**src/inc/lsu_pkg.sv**
```systemverilog
// Shared constants and types for the load/store unit
package lsu_pkg;
	localparam int XLEN = 32;
	localparam int DW_BYTES = 8;
	localparam int OFS_W = 3;
	localparam int RSV_SHIFT = 5;
	localparam int RC_BIT = 31;
	localparam int REGIDX_W = 5;
	localparam logic [REGIDX_W-1:0] REG_ZERO = 5'h00;
	localparam logic [1:0] SZ_BYTE = 2'h0;
	localparam logic [1:0] SZ_HALF = 2'h1;
	localparam logic [1:0] SZ_WORD = 2'h2;
	localparam logic [1:0] SZ_DBL = 2'h3;
	localparam int GATHER_BIT = 0;

	typedef enum logic [2:0]
	{
		LSU_OP_LOAD,
		LSU_OP_STORE,
		LSU_OP_LRES,
		LSU_OP_SCOND,
		LSU_OP_ECOUT,
		LSU_OP_BARRIER
	} lsu_op_t;

	typedef enum logic [1:0]
	{
		LSU_MR_NONE,
		LSU_MR_CACHE,
		LSU_MR_BUS,
		LSU_MR_IFETCH
	} lsu_route_t;

	// Byte mask of an access starting at offset with size code
	function automatic logic [15:0] lsu_mask(logic [2:0] ofs,
		logic [1:0] sz);
		logic [15:0] m;
		m = 16'h0000;
		case (sz)
			SZ_BYTE: m = 16'h0001;
			SZ_HALF: m = 16'h0003;
			SZ_WORD: m = 16'h000f;
			default: m = 16'h00ff;
		endcase
		return 16'(m << ofs);
	endfunction
endpackage

```
**src/core/lsu_swap.sv**
```systemverilog
// Byte-reversal of a half word or word element
module lsu_swap
	import lsu_pkg::*;
(
	// Element in
	input wire logic [63:0] din,
	input wire logic [1:0] size,
	input wire logic enable,
	// Element out
	output logic [63:0] dout
);
	always_comb
	begin
		dout = din;
		if (enable && size == SZ_HALF)
			dout = {48'h0, din[7:0], din[15:8]};
		else if (enable && size == SZ_WORD)
			dout = {32'h0, din[7:0], din[15:8], din[23:16], din[31:24]};
	end
endmodule

```
**src/core/lsu_fill.sv**
```systemverilog
// Zero or sign fill of loaded elements
module lsu_fill
	import lsu_pkg::*;
(
	// Raw element
	input wire logic [63:0] din,
	input wire logic [1:0] size,
	input wire logic sign_ext,
	// Register value
	output logic [63:0] dout
);
	always_comb
	begin
		case (size)
			SZ_BYTE: dout = {56'h0, din[7:0]};
			SZ_HALF: dout = sign_ext ? {{48{din[15]}}, din[15:0]}
				: {48'h0, din[15:0]};
			SZ_WORD: dout = {32'h0, din[31:0]};
			default: dout = din;
		endcase
	end
endmodule

```
**src/core/lsu_core.sv**
```systemverilog
// Integer load/store execution unit
// Notes on behaviour
// - Issue and translate in order; completions may reorder unless synced.
// - Misaligned within a double word takes one cycle; crossing costs more.
// - Page fault on second portion restarts whole access; first may repeat.
// - Translation reloads wait transparently; only page faults restart.
// - String transfers never merge registers except through gathering.
// - Instruction fetch bus requests never assert the coherence attribute.
// - Loads read byte, half, word or double word at effective address.
// - Zero-fill clears upper bits; algebraic half fills with sign bit.
// - Load update with valid base writes address to base register.
// - Algebraic and byte-reversed forms keep the ordinary latency.
// - Load-reserve reserves the aligned 32-byte section; conditional checks it.
// - Reserve pair ignores write-through for storage faults; others still fault.
// - Every store-conditional goes out on the external bus.
// - Stores write source element to memory at effective address.
// - Store update writes base after store; source value captured first.
// - Store with record-condition bit 31 set is an invalid form.
// - Gather only word-aligned 4-byte write-through/inhibited unguarded stores.
// - Gathered pair forms one double word, single-beat bus write.
// - Gather only queued pending stores, any address order.
// - Gathering only while enable bit set; same in both endian modes.
// - Never gather cacheable, guarded, reversed, conditional, control, walk, barrier.
// - Byte-reversed forms swap element bytes relative to endian mode; the swap here ignores little_endian.
//
module lsu_core
	import lsu_pkg::*;
(
	// Clock and reset
	input wire logic clk,
	input wire logic reset,
	// Issue side
	input wire logic iss_valid,
	output logic iss_ready,
	input wire lsu_pkg::lsu_op_t iss_op,
	input wire logic [1:0] iss_size,
	input wire logic iss_sign,
	input wire logic iss_rev,
	input wire logic iss_update,
	input wire logic iss_float,
	input wire logic [31:0] iss_instr,
	input wire logic [REGIDX_W-1:0] iss_base,
	input wire logic [REGIDX_W-1:0] iss_dest,
	input wire logic [XLEN-1:0] iss_ea,
	input wire logic [63:0] iss_src_data,
	input wire logic iss_sync,
	// Attributes from translation
	input wire logic attr_wt,
	input wire logic attr_ci,
	input wire logic attr_guard,
	input wire logic attr_table_walk,
	input wire logic little_endian,
	// Configuration register zero
	input wire logic [XLEN-1:0] impl_config_reg_zero,
	// Cache side
	output logic dc_req,
	output logic dc_we,
	output logic [XLEN-1:0] dc_addr,
	output logic [63:0] dc_wdata,
	output logic [7:0] dc_be,
	input wire logic dc_ack,
	input wire logic [63:0] dc_rdata,
	input wire logic dc_reload,
	input wire logic dc_fault,
	input wire logic dc_wt_fault,
	// Bus side
	output logic bus_req,
	output logic bus_we,
	output logic bus_global,
	output logic [XLEN-1:0] bus_addr,
	output logic [63:0] bus_wdata,
	output logic [7:0] bus_be,
	input wire logic bus_ack,
	input wire logic ifetch_req,
	input wire logic [XLEN-1:0] ifetch_addr,
	// Results
	output logic wb_valid,
	output logic [REGIDX_W-1:0] wb_reg,
	output logic [63:0] wb_data,
	output logic upd_valid,
	output logic [REGIDX_W-1:0] upd_reg,
	output logic [XLEN-1:0] upd_data,
	output logic cond_ok,
	output logic fault_dsi,
	output logic invalid_form,
	output logic restart
);
	import lsu_pkg::*;

	typedef enum logic [2:0]
	{
		LSU_IDLE,
		LSU_FIRST,
		LSU_SECOND,
		LSU_BUS,
		LSU_DONE
	} lsu_state_t;

	lsu_state_t state_q;
	lsu_op_t op_q;
	logic [1:0] size_q;
	logic sign_q, rev_q, upd_q, le_q;
	logic [REGIDX_W-1:0] base_q, dest_q;
	logic [XLEN-1:0] ea_q;
	logic [63:0] src_q, load_q;
	logic cross_q, gath_q;
	logic [15:0] mask_q;
	logic rsv_valid_q;
	logic [XLEN-RSV_SHIFT-1:0] rsv_sect_q;
	// Gather slot: one pending word store
	logic pend_q;
	logic [XLEN-1:0] pend_addr_q;
	logic [31:0] pend_data_q;
	logic [63:0] swapped, filled, merged;
	logic [15:0] mask_d;
	logic gather_ok, pair_hit, bad_form;
	// Gather slot drained by the bus, never by a fetch beat
	logic flush;
	assign flush = state_q == LSU_IDLE && pend_q && (gath_q || iss_sync)
		&& bus_ack;

	////////////////////////////////////////////////////////////////////
	// Decode at issue
	assign mask_d = lsu_mask(iss_ea[OFS_W-1:0], iss_size);
	assign bad_form = iss_op == LSU_OP_STORE && iss_instr[RC_BIT];
	assign gather_ok = iss_op == LSU_OP_STORE && iss_size == SZ_WORD
		&& iss_ea[1:0] == 2'h0 && (attr_wt || attr_ci) && !attr_guard
		&& !iss_rev && !iss_float && !attr_table_walk
		&& impl_config_reg_zero[GATHER_BIT];
	// Pair with pending store, either order
	assign pair_hit = pend_q && gather_ok && !iss_sync
		&& iss_ea[XLEN-1:OFS_W] == pend_addr_q[XLEN-1:OFS_W]
		&& iss_ea[2] != pend_addr_q[2];

	// One operation accepted at a time, in order
	assign iss_ready = state_q == LSU_IDLE;

	////////////////////////////////////////////////////////////////////
	// Byte reversal and fill, same path for every load form
	// Reversal of element bytes
	lsu_swap u_swap
	(
		.din(op_q == LSU_OP_STORE ? src_q : load_q),
		.size(size_q),
		.enable(rev_q),
		.dout(swapped)
	);

	lsu_fill u_fill
	(
		.din(swapped),
		.size(size_q),
		.sign_ext(sign_q),
		.dout(filled)
	);

	// Store data lined up at its byte offset, first portion for a crossing
	assign merged = swapped << {ea_q[OFS_W-1:0], 3'h0};

	////////////////////////////////////////////////////////////////////
	// Operation sequencer
	always_ff @(posedge clk)
	begin
		if (reset)
			state_q <= LSU_IDLE;
		else
		begin
			case (state_q)
				LSU_IDLE:
					if (iss_valid && !bad_form && iss_op != LSU_OP_BARRIER
						&& !(gather_ok && iss_op == LSU_OP_STORE))
						state_q <= iss_op == LSU_OP_SCOND ? LSU_BUS
							: LSU_FIRST;
				LSU_FIRST:
					if (dc_fault)
						state_q <= LSU_IDLE;
					else if (dc_ack && !dc_reload)
						state_q <= cross_q ? LSU_SECOND : LSU_DONE;
				LSU_SECOND:
					if (dc_fault)
						state_q <= LSU_IDLE;
					else if (dc_ack && !dc_reload)
						state_q <= LSU_DONE;
				LSU_BUS:
					if (bus_ack)
						state_q <= LSU_DONE;
				default:
					state_q <= LSU_IDLE;
			endcase
		end
	end

	// Operation capture at issue
	always_ff @(posedge clk)
	begin
		if (reset)
		begin
			op_q <= LSU_OP_LOAD;
			size_q <= SZ_BYTE;
			sign_q <= 1'b0;
			rev_q <= 1'b0;
			upd_q <= 1'b0;
			le_q <= 1'b0;
			base_q <= REG_ZERO;
			dest_q <= REG_ZERO;
			ea_q <= '0;
			src_q <= '0;
			cross_q <= 1'b0;
			mask_q <= '0;
		end
		else if (iss_valid && iss_ready)
		begin
			op_q <= iss_op;
			size_q <= iss_size;
			sign_q <= iss_sign && iss_size == SZ_HALF;
			rev_q <= iss_rev;
			upd_q <= iss_update;
			le_q <= little_endian;
			base_q <= iss_base;
			dest_q <= iss_dest;
			ea_q <= iss_ea;
			src_q <= iss_src_data;
			cross_q <= |mask_d[15:DW_BYTES];
			mask_q <= mask_d;
		end
	end

	////////////////////////////////////////////////////////////////////
	// Load assembly from one or two double words
	// Bytes of both portions merged
	always_ff @(posedge clk)
	begin
		if (reset)
			load_q <= '0;
		else if (state_q == LSU_FIRST && dc_ack && !dc_reload)
			load_q <= dc_rdata >> {ea_q[OFS_W-1:0], 3'h0};
		else if (state_q == LSU_SECOND && dc_ack && !dc_reload)
			load_q <= load_q | 64'(dc_rdata
				<< {(4'h8 - {1'b0, ea_q[OFS_W-1:0]}), 3'h0});
		else if (state_q == LSU_BUS && bus_ack)
			load_q <= dc_rdata;
	end

	////////////////////////////////////////////////////////////////////
	// Cache port, one portion per cycle
	always_comb
	begin
		dc_req = state_q == LSU_FIRST || state_q == LSU_SECOND;
		dc_we = op_q == LSU_OP_STORE || op_q == LSU_OP_ECOUT;
		dc_addr = {ea_q[XLEN-1:OFS_W], 3'h0};
		dc_be = mask_q[DW_BYTES-1:0];
		// Store element placed at its bytes
		dc_wdata = merged;
		if (state_q == LSU_SECOND)
		begin
			dc_addr = 32'({ea_q[XLEN-1:OFS_W], 3'h0} + DW_BYTES);
			dc_be = mask_q[15:DW_BYTES];
			dc_wdata = swapped >> {(4'h8 - {1'b0, ea_q[2:0]}), 3'h0};
		end
	end

	////////////////////////////////////////////////////////////////////
	// Gather slot: qualifying word stores wait for a partner
	// Only this slot combines stores
	always_ff @(posedge clk)
	begin
		if (reset)
		begin
			pend_q <= 1'b0;
			pend_addr_q <= '0;
			pend_data_q <= '0;
		end
		// New store wins over a drain in the same cycle
		else if (iss_valid && iss_ready && gather_ok && !bad_form
			&& !pair_hit && (!pend_q || flush))
		begin
			pend_q <= 1'b1;
			pend_addr_q <= iss_ea;
			pend_data_q <= iss_src_data[31:0];
		end
		else if (flush)
			pend_q <= 1'b0;
	end

	// Gathered partner held until the bus takes the pair
	always_ff @(posedge clk)
	begin
		if (reset)
			gath_q <= 1'b0;
		else if (iss_valid && iss_ready && pair_hit && !bad_form)
			gath_q <= 1'b1;
		else if (flush)
			gath_q <= 1'b0;
	end

	logic [31:0] part_data_q;
	always_ff @(posedge clk)
	begin
		if (reset)
			part_data_q <= '0;
		else if (iss_valid && iss_ready && pair_hit)
			part_data_q <= iss_src_data[31:0];
	end

	////////////////////////////////////////////////////////////////////
	// Bus port: conditional, gathered pair, then instruction fetch
	always_comb
	begin
		bus_req = 1'b0;
		bus_we = 1'b0;
		bus_global = 1'b0;
		bus_addr = '0;
		bus_wdata = '0;
		bus_be = 8'h00;
		if (state_q == LSU_BUS)
		begin
			bus_req = 1'b1;
			bus_we = 1'b1;
			bus_global = 1'b1;
			bus_addr = {ea_q[XLEN-1:OFS_W], 3'h0};
			bus_wdata = merged;
			bus_be = mask_q[DW_BYTES-1:0];
		end
		else if (state_q == LSU_IDLE && pend_q && (gath_q || iss_sync))
		begin
			bus_req = 1'b1;
			bus_we = 1'b1;
			bus_addr = {pend_addr_q[XLEN-1:OFS_W], 3'h0};
			bus_be = pend_addr_q[2] ? 8'hf0 : 8'h0f;
			if (gath_q)
				bus_be = 8'hff;
			bus_wdata = pend_addr_q[2] ? {pend_data_q, part_data_q}
				: {part_data_q, pend_data_q};
			if (!gath_q)
				bus_wdata = {pend_data_q, pend_data_q};
		end
		else if (ifetch_req)
		begin
			bus_req = 1'b1;
			bus_addr = ifetch_addr;
			bus_global = 1'b0;
		end
	end

	////////////////////////////////////////////////////////////////////
	// Reservation on an aligned section
	always_ff @(posedge clk)
	begin
		if (reset)
		begin
			rsv_valid_q <= 1'b0;
			rsv_sect_q <= '0;
		end
		else if (state_q == LSU_DONE && op_q == LSU_OP_LRES)
		begin
			rsv_valid_q <= 1'b1;
			rsv_sect_q <= ea_q[XLEN-1:RSV_SHIFT];
		end
		else if (state_q == LSU_DONE && op_q == LSU_OP_SCOND)
			rsv_valid_q <= 1'b0;
	end

	////////////////////////////////////////////////////////////////////
	// Results, one cycle in the done state
	always_ff @(posedge clk)
	begin
		if (reset)
		begin
			wb_valid <= 1'b0;
			wb_reg <= REG_ZERO;
			wb_data <= '0;
			upd_valid <= 1'b0;
			upd_reg <= REG_ZERO;
			upd_data <= '0;
			cond_ok <= 1'b0;
		end
		else
		begin
			// Same done cycle for every form
			wb_valid <= state_q == LSU_DONE && (op_q == LSU_OP_LOAD
				|| op_q == LSU_OP_LRES);
			wb_reg <= dest_q;
			wb_data <= filled;
			// Update when base valid and, for loads, distinct from destination
			upd_valid <= state_q == LSU_DONE && upd_q && base_q != REG_ZERO
				&& (op_q == LSU_OP_STORE || base_q != dest_q);
			upd_reg <= base_q;
			upd_data <= ea_q;
			cond_ok <= state_q == LSU_DONE && op_q == LSU_OP_SCOND
				&& rsv_valid_q && rsv_sect_q == ea_q[XLEN-1:RSV_SHIFT];
		end
	end

	// Fault, invalid form and restart pulses
	always_ff @(posedge clk)
	begin
		if (reset)
		begin
			fault_dsi <= 1'b0;
			invalid_form <= 1'b0;
			restart <= 1'b0;
		end
		else
		begin
			// Write-through alone never faults the pair
			fault_dsi <= (state_q == LSU_FIRST || state_q == LSU_SECOND)
				&& (dc_fault || (dc_wt_fault && op_q != LSU_OP_LRES
				&& op_q != LSU_OP_SCOND));
			invalid_form <= iss_valid && iss_ready && bad_form;
			restart <= state_q == LSU_SECOND && dc_fault;
		end
	end
endmodule

```
**config.mk**
```make
export PLATFORM = sky130hd
export DESIGN_NAME = lsu_core
export DESIGN_NICKNAME = d
export VERILOG_FILES = /design/src/inc/lsu_pkg.sv /design/src/core/lsu_swap.sv /design/src/core/lsu_fill.sv /design/src/core/lsu_core.sv
export SDC_FILE = /design/constraint.sdc
export NUM_CORES = 2
export LEC_CHECK = 0
export BUFFER_PORTS_ARGS = -buffer_cell sky130_fd_sc_hd__buf_4
export CAP_MARGIN = 40
export CELL_PAD_IN_SITES_DETAIL_PLACEMENT = 0
export CELL_PAD_IN_SITES_GLOBAL_PLACEMENT = 1
export CORE_ASPECT_RATIO = 1.75
export CORE_MARGIN = 5
export CORE_UTILIZATION = 44
export DETAILED_ROUTE_END_ITERATION = 6
export PLACE_DENSITY_LB_ADDON = 0.1
export SYNTH_ARGS = -nofsm -noshare
export SYNTH_HDL_FRONTEND = slang
export SYNTH_HIERARCHICAL = 1
export SYNTH_SLANG_ARGS = --single-unit
```
**constraint.sdc**
```tcl
create_clock -name clk -period 8.33 [get_ports clk]
set_input_delay 0.4165 -clock clk [delete_from_list [all_inputs] [get_ports clk]]
set_output_delay 0.4165 -clock clk [all_outputs]
set_load 0.02 [all_outputs]
```
== After elaboration in Yosys (flattened, before gate mapping) ==
Index checks and enable logic that the tools add are counted.

* Output and inout port bits: 326
* Register bits: 436
* Input port bits: 290

* Reduce and logical (&&, ||, !) cells: 79
* Muxes and demuxes: 43
* Add/sub/neg operators: 2
* Bitwise logic cells: 1
* Shift-type cells: 5
* Eq/ne operators: 25

{| class="wikitable"
|+ Operators with widths
! cell !! count
|-
| $mux 64 || 12
|-
| $pmux 64 s3 || 1
|-
| $mux 32 || 4
|-
| $or 64x64->64 || 1
|-
| $shl 64x6->64 || 1
|-
| $shl 64x7->64 || 1
|-
| $shr 64x6->64 || 1
|-
| $shr 64x7->64 || 1
|-
| $logic_and 1x1->1 || 49
|-
| $mux 8 || 5
|-
| $add 32x4->32 const B || 1
|-
| $eq 29x29->1 || 1
|-
| $eq 27x27->1 || 1
|-
| $pmux 8 s3 || 1
|-
| $mux 3 || 7
|-
| $shl 16x3->16 || 1
|-
| $eq 3x2->1 const B || 5
|-
| $pmux 3 s4 || 1
|-
| $mux 1 || 11
|-
| $logic_not 1->1 || 10
|-
| $eq 3x1->1 const B || 3
|-
| $ne 3x3->1 const B || 3
|-
| $logic_or 1x1->1 || 8
|-
| $reduce_or 8->1 || 1
|-
| 16 further kinds || 25
|}

== Depth between registers and ports, before layout ==
* Depth after elaboration: 17
* Mapped depth: 14

== Modules after synthesis ==
Netlist, hierarchy kept.

{| class="wikitable"
|+ Modules (own cells, without submodules)
! module !! cells each !! area an instance (um^2) !! sequential area each (um^2) !! times used
|-
| lsu_core || 3167 || 25957.4 || 8668.3 || 1
|-
| lsu_swap || 207 || 1350.0 || 0.0 || 1
|-
| lsu_fill || 78 || 564.3 || 0.0 || 1
|}

== Least setup slack after synthesis ==
OpenSTA, ideal clock, no wires.

* Path type: register to output
* From: register op_q[0]
* To: output port dc_wdata[61]
* Arrival: 3.422 ns
* Setup slack: 4.492 ns
* Stages on the path, launching flop included: 13
* Path buffers: 3
* Required time: 7.914 ns
* Path through: dfxtp_1 > clkbuf_1 > nor3b_1 > clkbuf_1 > clkbuf_1 > mux2_2 > or2_2 > a21oi_1 > nor3_1 > mux2_2 > a21oi_1 > mux2_2 > o21ai_0

* Word-level cells in the longest chain between the ends: 6
* Elaborated cells between the ends (all ways): 7

{| class="wikitable"
|+ RTL lines
! what !! line !! source
|-
| from (decl) || lsu_core.sv:100 || <nowiki>lsu_op_t op_q;</nowiki>
|-
| from (signal assigned) || lsu_core.sv:213 || <nowiki>op_q <= iss_op;</nowiki>
|-
| $eq 3x1->1 * || lsu_core.sv:143 || <nowiki>.din(op_q == LSU_OP_STORE ? src_q : load_q),</nowiki>
|-
| $mux 64 * || lsu_core.sv:143 ||
|-
| $mux 64 || lsu_swap.sv:17 || <nowiki>else if (enable && size == SZ_WORD)</nowiki>
|-
| $mux 64 * || lsu_swap.sv:15 || <nowiki>if (enable && size == SZ_HALF)</nowiki>
|-
| net swapped[5] || lsu_core.sv:114 || <nowiki>logic [63:0] swapped, filled, merged;</nowiki>
|-
| $shr 64x7->64 or $shl 64x6->64 (tied branches) || lsu_core.sv:258, lsu_core.sv:158 ||
|-
| $mux 64 * || lsu_core.sv:254 || <nowiki>if (state_q == LSU_SECOND)</nowiki>
|-
| to (decl) || lsu_core.sv:59 || <nowiki>output logic [63:0] dc_wdata,</nowiki>
|}

The timed path passes the listed nets; every way through them passes the cells marked *.

== Worst setup path after layout ==
* From: register rev_q
* To: output port bus_wdata[46]

* Word-level cells in the longest chain between the ends: 5
* Elaborated cells between the ends (all ways): 6

{| class="wikitable"
|+ RTL lines
! what !! line !! source
|-
| from (decl) || lsu_core.sv:102 || <nowiki>logic sign_q, rev_q, upd_q, le_q;</nowiki>
|-
| from (signal assigned) || lsu_core.sv:216 || <nowiki>rev_q <= iss_rev;</nowiki>
|-
| $logic_and 1x1->1 || lsu_swap.sv:17 ||
|-
| $mux 64 || lsu_swap.sv:17 ||
|-
| $mux 64 * || lsu_swap.sv:15 ||
|-
| net swapped[6] || lsu_core.sv:114 ||
|-
| $shl 64x6->64 * || lsu_core.sv:158 || <nowiki>assign merged = swapped << {ea_q[OFS_W-1:0], 3'h0};</nowiki>
|-
| $mux 64 * || lsu_core.sv:315 || <nowiki>if (state_q == LSU_BUS)</nowiki>
|-
| to (decl) || lsu_core.sv:71 || <nowiki>output logic [63:0] bus_wdata,</nowiki>
|}

Marked as above.

==> flow_summary.toml <==
[placement]
hpwlAfterDp_um = 102200
io_buffers = 549
routabilityCongestion = 1.002

[cts]
cts_tree = "yes"
cts.path.max_buffers = 3
htree_num_levels = 2
clk_latency_ps = 620
clkTransAtPathRegs_ps = 70
cts_resized = 0
cts_setup_buffers = 0
root_buffer = "clkbuf_16"
holdBufCountCts = 0
clock_sinks = 433
cts_made_buffers = 43

[synth]
yosysTopAreaCell = "dfxtp_1"
avgSynthCellArea_sq_um = 8.074
ys.warnings.count = 6
netlist.area_leader.share = 0.3110
synth-async-reset-ratio = 0
netlist_area_sq_um = 27870
ys_seq_elements = 433
ys.flop_type = "dfxtp_1"
synthDistinctLibCells = 78
synthTopCellsByArea = "dfxtp_1 (31%), mux2i_1 (12%), nand2_1 (6.0%)"
synth_edf_count = 0
synthCells = 3452
ys_seq_area_frac = 0.3110

[hold_path]
hp-class = "primary input to flop"
worstHoldStart = "iss_src_data[63]"

[floorplanning]
dieArea_sq_um = 68680
row_count = 122
io_pins = 616
start_util = 0.4421
die_w_um = 200.3
core_sq_um = 63040
die_height_um = 342.9

[sta]
setup_viol = 0
max_freq_mhz = 183.1
post-route-period-util = 0.6556
post-route-min-period_ps = 5461
tightest_slew_ps = 1048
holdWs_ps = 49.77
slew_viol_final = 0
clock_skew_ps = 39.51
slew_headroom = 0.2979
setup_tns_ps = 0
hold_viol_final = 0
rsz0062_at_grt = "no"

[pwr]
p_int_mw = 4.312
p_per_area_nw_per_um2 = 209.8
pwr-share-clk = 0.301
p_switching_mw = 2.791
ir_drop_uv = 158.3
power_frac_seq = 0.339
combPwrFrac = 0.359
swShare = 0.3930
power.leakage_nw = 14.91

[finish]
top_regs = "load_q (64), src_q (64), wb_data (64)"
drive_above_1_share = 0.2474
multi_input_area_sq_um = 17510
seqCellArea_sq_um = 8678
fillers = 6119
area_growth_pct = 21.49
nets = 4089

[flow_run]
maxCapViolCount = 0

[critical_path]
start_kind = "flop"
path_class = "flop to primary output"
worstPathArrival_ps = 5040
r2r-start = "ea_q[0]$_SDFFE_PP0P_"
cp.required_ps = 7910
critPathLaunch = "rev_q$_SDFFE_PP0P_"
critPathCaptureType = "primary output"
critPathMaxFanout = 33

[global_route]
grt_pass1_wl_um = 197300
overflow = 0
grt_max_degree = 180
grt_use_total = 0.3812
grt_pass1_vias = 28220
antenna_found_initial = 8

[drt]
drtIter0Drc = 3221
drtPass1Iterations = 7
wl_per_cell_um = 29.90
avgViaCountPerCell = 6.310
num_vias = 29290
finalWirelength_um = 138800
final_antenna_net_count = 0
route.detailed.drc = 5

[run_status]
status = "finished with violations"
violations = "design-rule violations"
## through the flow
| step | setup WS [ps] | power, mW | cells | util | cell area, sq um |
|---|---|---|---|---|---|
| 5_1_grt | 2886 | 7.322 | 4639 | 0.5370 | 33860 |
| 6_report | 2869 | 7.103 | 4641 | 0.5371 | 33860 |
| 3_5_place_dp | 3922 | 4.920 | 4557 | 0.5126 | 32320 |
| 2_1_floorplan | 4492 | 3.864 | 3454 | - | 27880 |
| 3_3_place_gp | 3453 | 4.870 | 4537 | 0.5078 | 32010 |
| 4_1_cts | 3270 | 7.042 | 4637 | 0.5369 | 33850 |
## layout by cell type (no fill, tap or decap), types with 19 or more instances in the layout
cell type / synthesis / layout
a211oi_1: 43 / 43
a21o_1: 59 / 59
a21oi_1: 285 / 285
a221oi_1: 19 / 19
a222oi_1: 29 / 29
a22oi_1: 23 / 23
a31oi_1: 29 / 29
and2_1: 51 / 50
buf_4: 15 / 620
clkbuf_16: 0 / 43
dfxtp_1: 433 / 429
inv_1: 38 / 37
mux2_2: 120 / 120
mux2i_1: 343 / 342
mux4_2: 45 / 45
nand2_1: 444 / 443
nand3_1: 25 / 25
nand4_1: 21 / 21
nor2_1: 381 / 375
nor2b_1: 134 / 134
nor3_1: 63 / 61
o21ai_0: 105 / 104
o22ai_1: 109 / 109
o32ai_1: 24 / 24
or2_2: 25 / 25
xnor2_1: 78 / 78
## area by class of cell
class	instances	area share
antenna	3	0.0002217
clock buffer	58	0.03699
clock inverter	22	0.008240
inverter	41	0.004582
multi-input combinational	2641	0.5173
sequential	433	0.2563
tap	806	0.02978
timing repair buffer	637	0.1466
## worst paths after layout
check | cells after the start | endpoint | slack (ps)
max | 10 | bus_wdata[46] | 2870
min | 3 | src_q[63]$_SDFFE_PP0P_ | 50
max reg2reg | 7 | load_q[5]$_SDFFE_PP0P_ | 4330
min reg2reg | 2 | src_q[54]$_SDFFE_PP0P_ | 460
## worst max-delay path, cell delays in order (launching register included)
cell     delay [ps]
dfxtp_1         920
buf_4           490
inv_1           440
o32ai_1         390
nor3_1           90
buf_4           200
mux2i_1         570
nand2_1         110
a32oi_1         720
o22ai_1         230
buf_4           230
## cell usage after synthesis (all sizes together), types with 78 or more instances
master and instances:
nand2 447, dfxtp 433, nor2 383, mux2i 343, a21oi 285, clkbuf 225, nor2b 134, mux2 120
buf 114, o22ai 109, o21ai 105, xnor2 78
## power groups by stage
stage	logic [mW]	clock network (mW)	registers, mW
after global placement	2.43	0	2.44
after global routing	2.67	2.24	2.42
final	2.55	2.14	2.41
after detailed placement	2.47	0	2.45
after floorplan	1.54	0	2.32
after CTS	2.48	2.16	2.40
## kinds of logic after synthesis
group | after synthesis | synth area share
AO/OA/AOI/OAI | 798 | 0.1826
XOR/XNOR | 93 | 0.02949
adder cells (fa/ha/maj) | 2 | 0.0008977
buffers and inverters | 380 | 0.06384
flip-flops | 433 | 0.3110
multiplexers | 508 | 0.2080
other | 1 | 0.0001345
AND/OR/NAND/NOR | 1237 | 0.2040
## per-layer routing
metal / track usage / part of all wire / vias up / wire (um)
met5: 0 / 0 / - / 0
li1: - / - / 12900 / -
met1: 0.4250 / 0.34 / 14000 / 47840
met2: 0.6417 / 0.47 / 1907 / 65120
met4: 0.2441 / 0.081 / 0 / 11290
met3: 0.1069 / 0.10 / 482 / 14510
Note: power is estimated with default switching activity, not from simulation.
